--- config.mk ---
export PLATFORM = sky130hd
export DESIGN_NAME = scm_mode_ctrl
export DESIGN_NICKNAME = d
export VERILOG_FILES = /design/src/core/scm_pkg.sv /design/src/core/scm_mode_ctrl.sv /design/src/core/scm_gap_timer.sv
export SDC_FILE = /design/constraint.sdc
export NUM_CORES = 1
export LEC_CHECK = 0
export ABC_AREA = 1
export BUFFER_PORTS_ARGS = -buffer_cell sky130_fd_sc_hd__buf_2
export CORE_MARGIN = 1
export CORE_UTILIZATION = 44
export DETAILED_ROUTE_END_ITERATION = 6
export PLACE_DENSITY = 0.85
export SYNTH_ARGS = -nofsm -noshare
export SYNTH_HDL_FRONTEND = slang
export SYNTH_SLANG_ARGS = --single-unit
--- constraint.sdc ---
create_clock -name CLK -period 1.4 [get_ports CLK]
set_clock_uncertainty 0.15 [all_clocks]
set_input_delay 0.07 -clock CLK [delete_from_list [all_inputs] [get_ports CLK]]
set_output_delay 0.07 -clock CLK [all_outputs]
set_load 0.01 [all_outputs]
--- src/core/scm_pkg.sv ---
// Package: register map, field layout and encodings of the serial mode control block
package scm_pkg;

  // ----------------------------------------------------------------
  // Register map
  // ----------------------------------------------------------------
  localparam logic [7:0] SCM_MODE0_ADDR = 8'h00;
  localparam logic [7:0] SCM_MODE1_ADDR = 8'h04;
  localparam logic [7:0] SCM_SWRST_ADDR = 8'h08;
  localparam logic [7:0] SCM_STAT_ADDR = 8'h0C;
  localparam logic [7:0] SCM_IRQ_STAT_ADDR = 8'h10;
  localparam logic [7:0] SCM_IRQ_EN_ADDR = 8'h14;
  localparam logic [7:0] SCM_IRQ_CLR_ADDR = 8'h18;

  localparam logic [7:0] SCM_MODE0_RST = 8'h00;
  localparam logic [7:0] SCM_MODE1_RST = 8'h00;

  // ----------------------------------------------------------------
  // Field positions
  // ----------------------------------------------------------------
  localparam int M0_TX9 = 7;
  localparam int M0_HSK = 6;
  localparam int M0_RXE = 5;
  localparam int M0_WU = 4;
  localparam int M0_SM_HI = 3;
  localparam int M0_SM_LO = 2;
  localparam int M0_SC_HI = 1;
  localparam int M0_SC_LO = 0;
  localparam int M1_IDLE = 7;
  localparam int M1_DPX_HI = 6;
  localparam int M1_DPX_LO = 5;
  localparam int M1_TXE = 4;
  localparam int M1_GAP_HI = 3;
  localparam int M1_GAP_LO = 1;
  localparam int M1_UNUSED = 0;

  // Software reset key pair on the low two bits
  localparam logic [1:0] SWRST_ARM = 2'b10;
  localparam logic [1:0] SWRST_FIRE = 2'b01;

  // Interrupt status bits
  localparam int IRQ_RX = 0;
  localparam int IRQ_SWRST = 1;
  localparam int IRQ_W = 2;

  // ----------------------------------------------------------------
  // Encodings
  // ----------------------------------------------------------------
  typedef enum logic [1:0] {
    FM_SYNC = 2'b00, FM_UART7 = 2'b01, FM_UART8 = 2'b10, FM_UART9 = 2'b11
  } scm_frame_type;

  typedef enum logic [1:0] {
    CK_TIMER = 2'b00, CK_BRG = 2'b01, CK_SYS = 2'b10, CK_PIN = 2'b11
  } scm_clk_type;

  typedef enum logic [1:0] {
    DPX_NONE = 2'b00, DPX_RX = 2'b01, DPX_TX = 2'b10, DPX_FULL = 2'b11
  } scm_dpx_type;

  localparam logic [6:0] GAP_MAX_CYC = 7'h40;

endpackage

--- src/core/scm_mode_ctrl.sv ---
// Mode control of a serial channel: UART or synchronous frame modes
//
// Behaviour
// - Frame mode field: 00 sync, 01 seven, 10 eight, 11 nine-bit UART.
// - UART clock from field: timer, baud generator, system clock, clock pin.
// - Sync mode ignores UART clock field, uses control register clock choice.
// - Nine-bit UART sends stored ninth bit as bit 8.
// - Handshake enable gates transmission with CTS in UART modes only, else CTS ignored.
// - Wake-up in nine-bit UART: receive interrupt only when ninth bit is 1.
// - Idle-run bit: channel halts (0) or runs (1) in idle power mode.
// - Duplex field: none, half receive, half transmit, full duplex.
// - Sync: duplex sets direction and FIFO; UART: FIFO arrangement only.
// - Transmit enable permits transmission in every transfer mode.
// - Sync gap field: none, or 1 to 64 serial clocks between transmissions.
// - Gap only in sync mode, clock output, double buffering on.
// - Write 10 then 01 clears both enables and resets the engines.
//
// The address map and the strobed register port were left to the implementer.
`timescale 1ns/1ps
`default_nettype none
module scm_mode_ctrl (
  input wire logic CLK,
  input wire logic RST_B,
  input wire logic [7:0] ADDR,
  input wire logic [31:0] WDATA,
  input wire logic WR,
  input wire logic RD,
  output logic [31:0] RDATA,
  input wire logic CTS_PIN,
  input wire logic CHIP_IDLE,
  input wire logic CR_CLK_PIN_SEL,
  input wire logic SCLK_OUT_MODE,
  input wire logic DBL_BUF_EN,
  input wire logic FIFO_EN,
  input wire logic SCLK_TICK,
  input wire logic TX_DONE,
  input wire logic RX_DONE,
  input wire logic RX_NINTH,
  output logic [1:0] FRAME_MODE,
  output logic [3:0] DATA_BITS,
  output logic [1:0] XFER_CLK_SEL,
  output logic TX_BIT8,
  output logic TX_ALLOW,
  output logic RX_ALLOW,
  output logic RX_IRQ_PULSE,
  output logic CH_RUN,
  output logic [1:0] FIFO_ARR,
  output logic ENGINE_RST,
  output logic IRQ
);
  import scm_pkg::*;

  // ----------------------------------------------------------------
  // Registers
  // ----------------------------------------------------------------
  logic [7:0] mode0_r;
  logic [7:0] mode1_r;
  logic swrst_armed_r;
  logic swrst_fire;
  logic [IRQ_W-1:0] irq_stat_r;
  logic [IRQ_W-1:0] irq_en_r;
  logic [IRQ_W-1:0] irq_set;
  logic cts_s1_r, cts_s2_r, cts_s3_r, cts_r;
  logic gap_busy;
  logic gap_on;
  logic rx_evt_ok;
  logic [31:0] rdata_nxt;

  function automatic logic is_uart(input logic [1:0] sm);
    return sm != FM_SYNC;
  endfunction

  function automatic logic [3:0] width_of(input logic [1:0] sm);
    case (sm)
      FM_UART7: return 4'h7;
      FM_UART9: return 4'h9;
      default: return 4'h8;
    endcase
  endfunction

  wire logic wr_m0 = WR && ADDR == SCM_MODE0_ADDR;
  wire logic wr_m1 = WR && ADDR == SCM_MODE1_ADDR;
  wire logic wr_sw = WR && ADDR == SCM_SWRST_ADDR;
  wire logic [1:0] sm = mode0_r[M0_SM_HI:M0_SM_LO];
  wire logic [1:0] dpx = mode1_r[M1_DPX_HI:M1_DPX_LO];

  // ----------------------------------------------------------------
  // Software reset key
  // ----------------------------------------------------------------
  // Firing needs an armed key, so a lone 01 write does nothing
  assign swrst_fire = wr_sw && swrst_armed_r && WDATA[1:0] == SWRST_FIRE;

  always_ff @(posedge CLK) begin
    if (!RST_B) begin
      swrst_armed_r <= 1'b0;
    end else if (wr_sw) begin
      swrst_armed_r <= (WDATA[1:0] == SWRST_ARM);
    end
  end

  // ----------------------------------------------------------------
  // Mode registers
  // ----------------------------------------------------------------
  always_ff @(posedge CLK) begin
    if (!RST_B) begin
      mode0_r <= SCM_MODE0_RST;
    end else if (wr_m0) begin
      mode0_r <= WDATA[7:0];
    end else if (swrst_fire) begin
      mode0_r[M0_RXE] <= 1'b0;
    end
  end

  always_ff @(posedge CLK) begin
    if (!RST_B) begin
      mode1_r <= SCM_MODE1_RST;
    end else if (wr_m1) begin
      mode1_r <= {WDATA[7:1], 1'b0};
    end else if (swrst_fire) begin
      mode1_r[M1_TXE] <= 1'b0;
    end
  end

  // ----------------------------------------------------------------
  // CTS synchroniser, change taken when stages two and three agree
  // ----------------------------------------------------------------
  always_ff @(posedge CLK) begin
    if (!RST_B) begin
      cts_s1_r <= 1'b0;
      cts_s2_r <= 1'b0;
      cts_s3_r <= 1'b0;
      cts_r <= 1'b0;
    end else begin
      cts_s1_r <= CTS_PIN;
      cts_s2_r <= cts_s1_r;
      cts_s3_r <= cts_s2_r;
      if (cts_s2_r == cts_s3_r) begin
        cts_r <= cts_s3_r;
      end
    end
  end

  // ----------------------------------------------------------------
  // Transmission gap
  // ----------------------------------------------------------------
  assign gap_on = !is_uart(sm) && SCLK_OUT_MODE && DBL_BUF_EN;

  scm_gap_timer u_gap (
    .CLK(CLK),
    .RST_B(RST_B),
    .start(TX_DONE && gap_on),
    .code(mode1_r[M1_GAP_HI:M1_GAP_LO]),
    .sclk_tick(SCLK_TICK),
    .flush(swrst_fire || !gap_on),
    .busy(gap_busy)
  );

  // ----------------------------------------------------------------
  // Derived mode outputs
  // ----------------------------------------------------------------
  logic run_nxt;
  logic tx_dir_ok;
  logic rx_dir_ok;
  logic tx_nxt;

  always_comb begin
    run_nxt = !CHIP_IDLE || mode1_r[M1_IDLE];
    // Direction gating applies in sync mode only
    tx_dir_ok = is_uart(sm) || dpx == DPX_TX || dpx == DPX_FULL;
    rx_dir_ok = is_uart(sm) || dpx == DPX_RX || dpx == DPX_FULL;
    tx_nxt = mode1_r[M1_TXE] && tx_dir_ok && run_nxt && !gap_busy
             && !(is_uart(sm) && mode0_r[M0_HSK] && !cts_r);
  end

  always_ff @(posedge CLK) begin
    if (!RST_B) begin
      FRAME_MODE <= FM_SYNC;
      DATA_BITS <= 4'h8;
      XFER_CLK_SEL <= CK_TIMER;
      TX_BIT8 <= 1'b0;
      TX_ALLOW <= 1'b0;
      RX_ALLOW <= 1'b0;
      CH_RUN <= 1'b0;
      FIFO_ARR <= DPX_NONE;
      ENGINE_RST <= 1'b0;
    end else begin
      FRAME_MODE <= sm;
      DATA_BITS <= width_of(sm);
      if (is_uart(sm)) begin
        XFER_CLK_SEL <= mode0_r[M0_SC_HI:M0_SC_LO];
      end else begin
        XFER_CLK_SEL <= CR_CLK_PIN_SEL ? CK_PIN : CK_BRG;
      end
      TX_BIT8 <= (sm == FM_UART9) && mode0_r[M0_TX9];
      TX_ALLOW <= tx_nxt && !swrst_fire;
      RX_ALLOW <= mode0_r[M0_RXE] && rx_dir_ok && run_nxt && !swrst_fire;
      CH_RUN <= run_nxt;
      FIFO_ARR <= (FIFO_EN || is_uart(sm)) ? dpx : DPX_NONE;
      ENGINE_RST <= swrst_fire;
    end
  end

  // ----------------------------------------------------------------
  // Receive event filter and interrupts
  // ----------------------------------------------------------------
  assign rx_evt_ok = RX_DONE && (!(sm == FM_UART9 && mode0_r[M0_WU]) || RX_NINTH);

  always_ff @(posedge CLK) begin
    if (!RST_B) begin
      RX_IRQ_PULSE <= 1'b0;
    end else begin
      RX_IRQ_PULSE <= rx_evt_ok;
    end
  end

  assign irq_set = {swrst_fire, rx_evt_ok};

  // Set wins over a clear in the same cycle
  always_ff @(posedge CLK) begin
    if (!RST_B) begin
      irq_stat_r <= '0;
    end else begin
      irq_stat_r <= (irq_stat_r & ~((WR && ADDR == SCM_IRQ_CLR_ADDR) ? WDATA[IRQ_W-1:0] : '0)) | irq_set;
    end
  end

  always_ff @(posedge CLK) begin
    if (!RST_B) begin
      irq_en_r <= '0;
    end else if (WR && ADDR == SCM_IRQ_EN_ADDR) begin
      irq_en_r <= WDATA[IRQ_W-1:0];
    end
  end

  always_ff @(posedge CLK) begin
    if (!RST_B) begin
      IRQ <= 1'b0;
    end else begin
      IRQ <= |(((irq_stat_r | irq_set) & irq_en_r));
    end
  end

  // ----------------------------------------------------------------
  // Read port, upper bits zero, unmapped reads zero
  // ----------------------------------------------------------------
  always_comb begin
    rdata_nxt = 32'h0000_0000;
    case (ADDR)
      SCM_MODE0_ADDR: rdata_nxt[7:0] = mode0_r;
      SCM_MODE1_ADDR: rdata_nxt[7:0] = mode1_r;
      SCM_STAT_ADDR: rdata_nxt[3:0] = {gap_busy, cts_r, TX_ALLOW, RX_ALLOW};
      SCM_IRQ_STAT_ADDR: rdata_nxt[IRQ_W-1:0] = irq_stat_r;
      SCM_IRQ_EN_ADDR: rdata_nxt[IRQ_W-1:0] = irq_en_r;
      default: rdata_nxt = 32'h0000_0000;
    endcase
  end

  always_ff @(posedge CLK) begin
    if (!RST_B) begin
      RDATA <= 32'h0000_0000;
    end else if (RD) begin
      RDATA <= rdata_nxt;
    end else begin
      RDATA <= 32'h0000_0000;
    end
  end
endmodule
`default_nettype wire

--- src/core/scm_gap_timer.sv ---
// Idle gap counter between back-to-back synchronous transmissions
`timescale 1ns/1ps
`default_nettype none
module scm_gap_timer (
  input wire logic CLK,
  input wire logic RST_B,
  input wire logic start,
  input wire logic [2:0] code,
  input wire logic sclk_tick,
  input wire logic flush,
  output logic busy
);
  import scm_pkg::*;

  logic [6:0] count_r;

  // Code n above zero waits 2**(n-1) serial clock periods
  always_ff @(posedge CLK) begin
    if (!RST_B || flush) begin
      count_r <= 7'h00;
    end else if (start && code != 3'h0) begin
      count_r <= 7'(7'h01 << (code - 3'h1));
    end else if (sclk_tick && count_r != 7'h00) begin
      count_r <= count_r - 7'h01;
    end
  end

  assign busy = (count_r != 7'h00);
endmodule
`default_nettype wire

# Word-level counts from Yosys, hierarchy flattened

Cells that the tools add are included.

Bits in registers: 80
Bits of input ports: 54
Output and inout bits: 49
Word-level logic and storage cells: 112

$add $sub $neg: 2
Equal/unequal tests: 14
Shift-type cells: 1
Mux-type cells: 12
Bitwise logic cells: 5
Reduce and logical (&&, ||, !) cells: 53

Operators by type and width:

| cell                                                 | count |
|---|---|
| logical AND 1 bit                                    | 25 |
| equality test 8 x 5 -> 1 bit (second input constant) | 3 |
| equality test 8 x 4 -> 1 bit (second input constant) | 2 |
| case mux 4 bit (2 select lines)                      | 2 |
| two-way mux 7 bit                                    | 2 |
| case mux 2 bit (5 select lines)                      | 1 |
| logical NOT 1 bit                                    | 9 |
| logical OR 1 bit                                     | 9 |
| equality test 2 bit (second input constant)          | 4 |
| equality test 8 x 3 -> 1 bit (second input constant) | 1 |
| logical NOT 8 bit                                    | 1 |
| nonzero test 2 bit                                   | 4 |
| nonzero test 7 bit                                   | 1 |
| << shifter 1 x 3 -> 7 bit (first input constant)     | 1 |
| subtractor 7 x 1 -> 7 bit (second input constant)    | 1 |
| equality test 2 x 1 -> 1 bit (second input constant) | 3 |
| two-way mux 2 bit                                    | 3 |
| case mux 2 bit (3 select lines)                      | 1 |
| bitwise AND 2 bit                                    | 2 |
| bitwise OR 2 bit                                     | 2 |
| AND reduction 2 bit                                  | 2 |
| two-way mux 1 bit                                    | 3 |
| nonzero test 3 bit                                   | 1 |
| subtractor 3 x 1 -> 3 bit (second input constant)    | 1 |
| other kinds (3)                                      | 3 |

# Depth between registers and ports, before layout

Depth in word-level cells: 8
Gate-level depth with buffers: 9
Mapped depth without buffers: 9

# Modules after synthesis

From an unflattened synthesis, not the netlist that was laid out.

Cell total of the unflattened synthesis: 376
Area, all modules: 2703.8 µm²

By module, submodules not included:

| module        | times used | cells each | area each (µm²) | sequential area each (µm²) |
|---|---|---|---|---|
| scm_mode_ctrl | 1          | 275        | 2084.5          | 960.9 |
| scm_gap_timer | 1          | 101        | 619.3           | 140.1 |

# Least setup slack after synthesis

No wires, ideal clock.

Path kind: register -> register
Start: register u_gap.count_r[0]
End: register u_gap.count_r[6]
Library setup time: 0.111 ns
Arrival: 1.081 ns
Path slack: 0.058 ns
Stages on the path, launching flop included: 8
Period minus slack after synthesis: 1.342 ns
Path through: dfxtp_1 inv_1 ha_1 nand4_1 nand2_1 nand3_1 nand2_1 nor2_1

Longest elaborated chain between the ends: 3
Elaborated cells on any way between the ends: 6
Those cells by class: add/sub (1); mux (2); reduce/logical (3)

Ends and longest elaborated chain:

| what                                                            | line                                     | source |
|---|---|---|
| start, declared                                                 | scm_gap_timer.sv:15                      | `logic [6:0] count_r;` |
| start signal, assigned                                          | scm_gap_timer.sv:22                      | `count_r <= 7'(7'h01 << (code - 3'h1));` |
| start signal, assigned                                          | scm_gap_timer.sv:24                      | `count_r <= count_r - 7'h01;` |
| subtractor 7 x 1 -> 7 bit or nonzero test 7 bit (tied branches) | scm_gap_timer.sv:24, scm_gap_timer.sv:23 |  |
| two-way mux 7 bit or logical AND 1 bit (tied branches)          | scm_gap_timer.sv:23                      | `end else if (sclk_tick && count_r != 7'h00) begin` |
| two-way mux 7 bit or nonzero test 2 bit (tied branches)         | n/a                                      |  |

Parallel ways exist; a longest one is shown, timed or not. The select of a mux whose other input is x is not followed.
A chain may end at the register's enable or synchronous reset.

# Worst setup path after layout

Start: register u_gap.count_r[1]
End: register u_gap.count_r[3]

Same word-level chain as after synthesis.

==> metrics <==
status=finished, violations left; failing checks=negative setup slack; sequential share of power=0.563; antenna viol nets, final=0; Final setup violation count=2; yosys warns=0; row count=28; placed instance area=3083 sq um; CP max stage cell=dfxtp_2; number of buffers created by CTS=5; crit-path max FO=8; top cell type's share of synthesized area=0.4076; Final Hold Viols=0; drt total wl=7330 um; root buffer cell=clkbuf_8; Total GRT Usage=0.2179; fraction of layout cells with a size suffix above 1=0.2797; top cells by area, synth=dfxtp_1, nand2_1, nor2_1; Worst Path Required=approximately 1.5 ns; post-DP HPWL=slightly below 5000 um; Synth cell types=31; largest net degree at the start of global routing=20; CP cell instances=inv_4, ha_4, nand4_1, nand2_2, nand3_1, nand2_1, nor2_1; crit path setup slack, layout=-0.02031 ns; starting density of the core=0.4563; Max Slew Vio Count=0; Psw=0.7579 mW; Final min period=1.420 ns; DRC viols=0; die area=6457 sq um; Antenna Cells=0; clock latency on the worst-skew pair=0.33 ns; Mapped Area=2701 sq um; CP Launch Type=register; Peak supply drop=~420 uV; worst hold slack=between 0.007 and 0.008 ns; Leak=1.748 nW; setup TNS=-0.03532 ns; Critical Path AT=1.50 ns; critical path type=reg2reg; GRT overflow=0; H-tree level count=2; Core Footprint=5921 sq um; switching part of the total=0.2702; Mapped Avg Cell Area=a little over 7 sq um; clk sinks=55; most common cell in the synthesized netlist=nand2_1; cells after synthesis=379; Die Wd=80.36 um; Clk pin slew, worst setup/hold paths=0.11 ns; vias in the first global route=2,435; Max-Cap Viols=0; Initial DRC Count=322; FILL cells=508; Reg area=around 1100 sq um; Area growth syn-to-layout=30.34%; RSZ-0062 raised after global routing=true; first-pass GRT wire length=10,770 um; dominant cell type by area after synthesis=dfxtp_1; final period utilization=1.015; clock tree from TritonCTS=done; IO buf count=between 50 and 60; CP endpoint kind=register; internal power=2.047 mW; die height=80.36 um; EDFF count, synth=0; worst min-delay path class=in2reg; GPL Wtd Cong=0.8711; drt wl/cell=roughly 13 um; nets=around 530; drt via density=between 5 and 6; fmax=704.1 MHz; Async S/R FF share, synth=0; worst slack, placed=-0.05707 ns; DR vias=2,831; Ports=103; top cells by count, synth=nand2_1, dfxtp_1, nor2_1; ys flop type=dfxtp_1; initial antenna violation count=0; Initial DRT Pass Iterations=5; Max Buffers Root-to-Sink=2; clock network power share=0.340; final instance area=roughly 3500 sq um; Synth Register Bits=55; Final Total Pwr=2.805 mW; sequential share of the synthesized area=0.4076; pwr dens=796.7 nW/um^2; combinational share of power=0.096; footprint of the multi-input gates=1368 sq um; slowest stage delay, CP=0.35 ns
==> area by class of cell <==
type | instances | area share
multi-input combinational | 266 | 0.3884
sequential | 55 | 0.3159
timing repair buffer | 97 | 0.1830
inverter | 53 | 0.05935
tap | 75 | 0.02665
clock buffer | 5 | 0.01955
clock inverter | 3 | 0.007107
==> stage by stage <==
step,cells,util
global placement,521,0.5207
CTS,547,0.5699
global route,554,0.5947
finish,554,0.5947
detailed placement,521,0.5207
floorplan,402,-
==> placed cells by master (no fill, tap or decap), types with 2 or more instances in the layout <==
cell type	Yosys	layout
nand2_1	79	74
buf_2	1	53
dfxtp_1	55	48
inv_1	47	44
nor2_1	51	44
nand3_1	34	33
a21oi_1	24	24
conb_1	1	24
buf_4	25	24
o21ai_0	20	19
dlygate4sd3_1	0	18
nand4_1	9	9
nor2_4	4	7
nor2_2	2	6
dfxtp_2	0	6
nand2_2	1	5
clkbuf_8	0	5
inv_4	0	4
inv_2	5	4
nand3_2	1	3
nand2_4	1	2
nand3_4	2	2
o211ai_1	2	2
inv_6	0	2
==> registers in the layout, indices dropped and copies added (netlist names), 2 cells and up <==
signal	cells
RDATA	8
irq_en_r	2
XFER_CLK_SEL	2
u_gap.count_r	7
FRAME_MODE	2
FIFO_ARR	2
mode0_r	8
DATA_BITS	3
mode1_r	7
irq_stat_r	2
==> power groups by stage <==
stage / Clock, mW / Combinational, mW / Sequential, mW
global placement: 0 / 0.212 / 1.62
detailed placement: 0 / 0.216 / 1.62
CTS: 0.948 / 0.253 / 1.58
global route: 1.01 / 0.296 / 1.58
floorplan: 0 / 0.163 / 1.62
finish: 0.954 / 0.270 / 1.58
==> kinds of logic (layout without fill, tap and decap cells) <==
group,Yosys count,count (layout),synth area share
AND/OR/NAND/NOR,189,190,0.3298
other,1,24,0.001388
XOR/XNOR,1,1,0.003243
AO/OA/AOI/OAI,49,49,0.09681
adder cells (fa/ha/maj),2,2,0.009262
buffers and inverters,82,158,0.1519
flip-flops,55,55,0.4076
==> critical path, delay by kind of cell (launching register included) <==
family / cells / cell delay [ns]
and+or+nand+nor: 5 / 0.63
DFF: 1 / 0.35
buffers and inverters: 1 / 0.07
adders and majority gates: 1 / 0.13
==> routing by layer <==
metal  global-route usage  wire length (um)  vias to the layer above
li1                     -                 -                     1357
met1               0.2517              2998                     1256
met2               0.3763              3492                      181
met3              0.04773               584                       37
met4               0.1071               256                        0
met5                    0                 0                        -
==> worst paths after layout <==
check / from / endpoint / slack (ns) / cells after the start
worst min-delay path: ADDR[2] / irq_stat_r[1]$_SDFF_PN0_ / 0.008 / 5
worst min register to register: cts_s1_r$_SDFF_PN0_ / cts_s2_r$_SDFF_PN0_ / 0.29 / 2
worst max-delay path: u_gap.count_r[1]$_SDFFE_PP0P_ / u_gap.count_r[3]$_SDFFE_PP0P_ / -0.02 / 7
worst max register to register: u_gap.count_r[1]$_SDFFE_PP0P_ / u_gap.count_r[3]$_SDFFE_PP0P_ / -0.02 / 7
==> timing repair <==
item / CTS / global route
cloned: 0 / 1
endpoints found under the hold margin: 30 / 1
hold buffers: 18 / 1
buffers inserted: 0 / 6
setup endpoints to repair: 7 / 11
resized for setup: 8 / 32
pin swaps: 1 / 18
(Power assumes the default switching activity.)
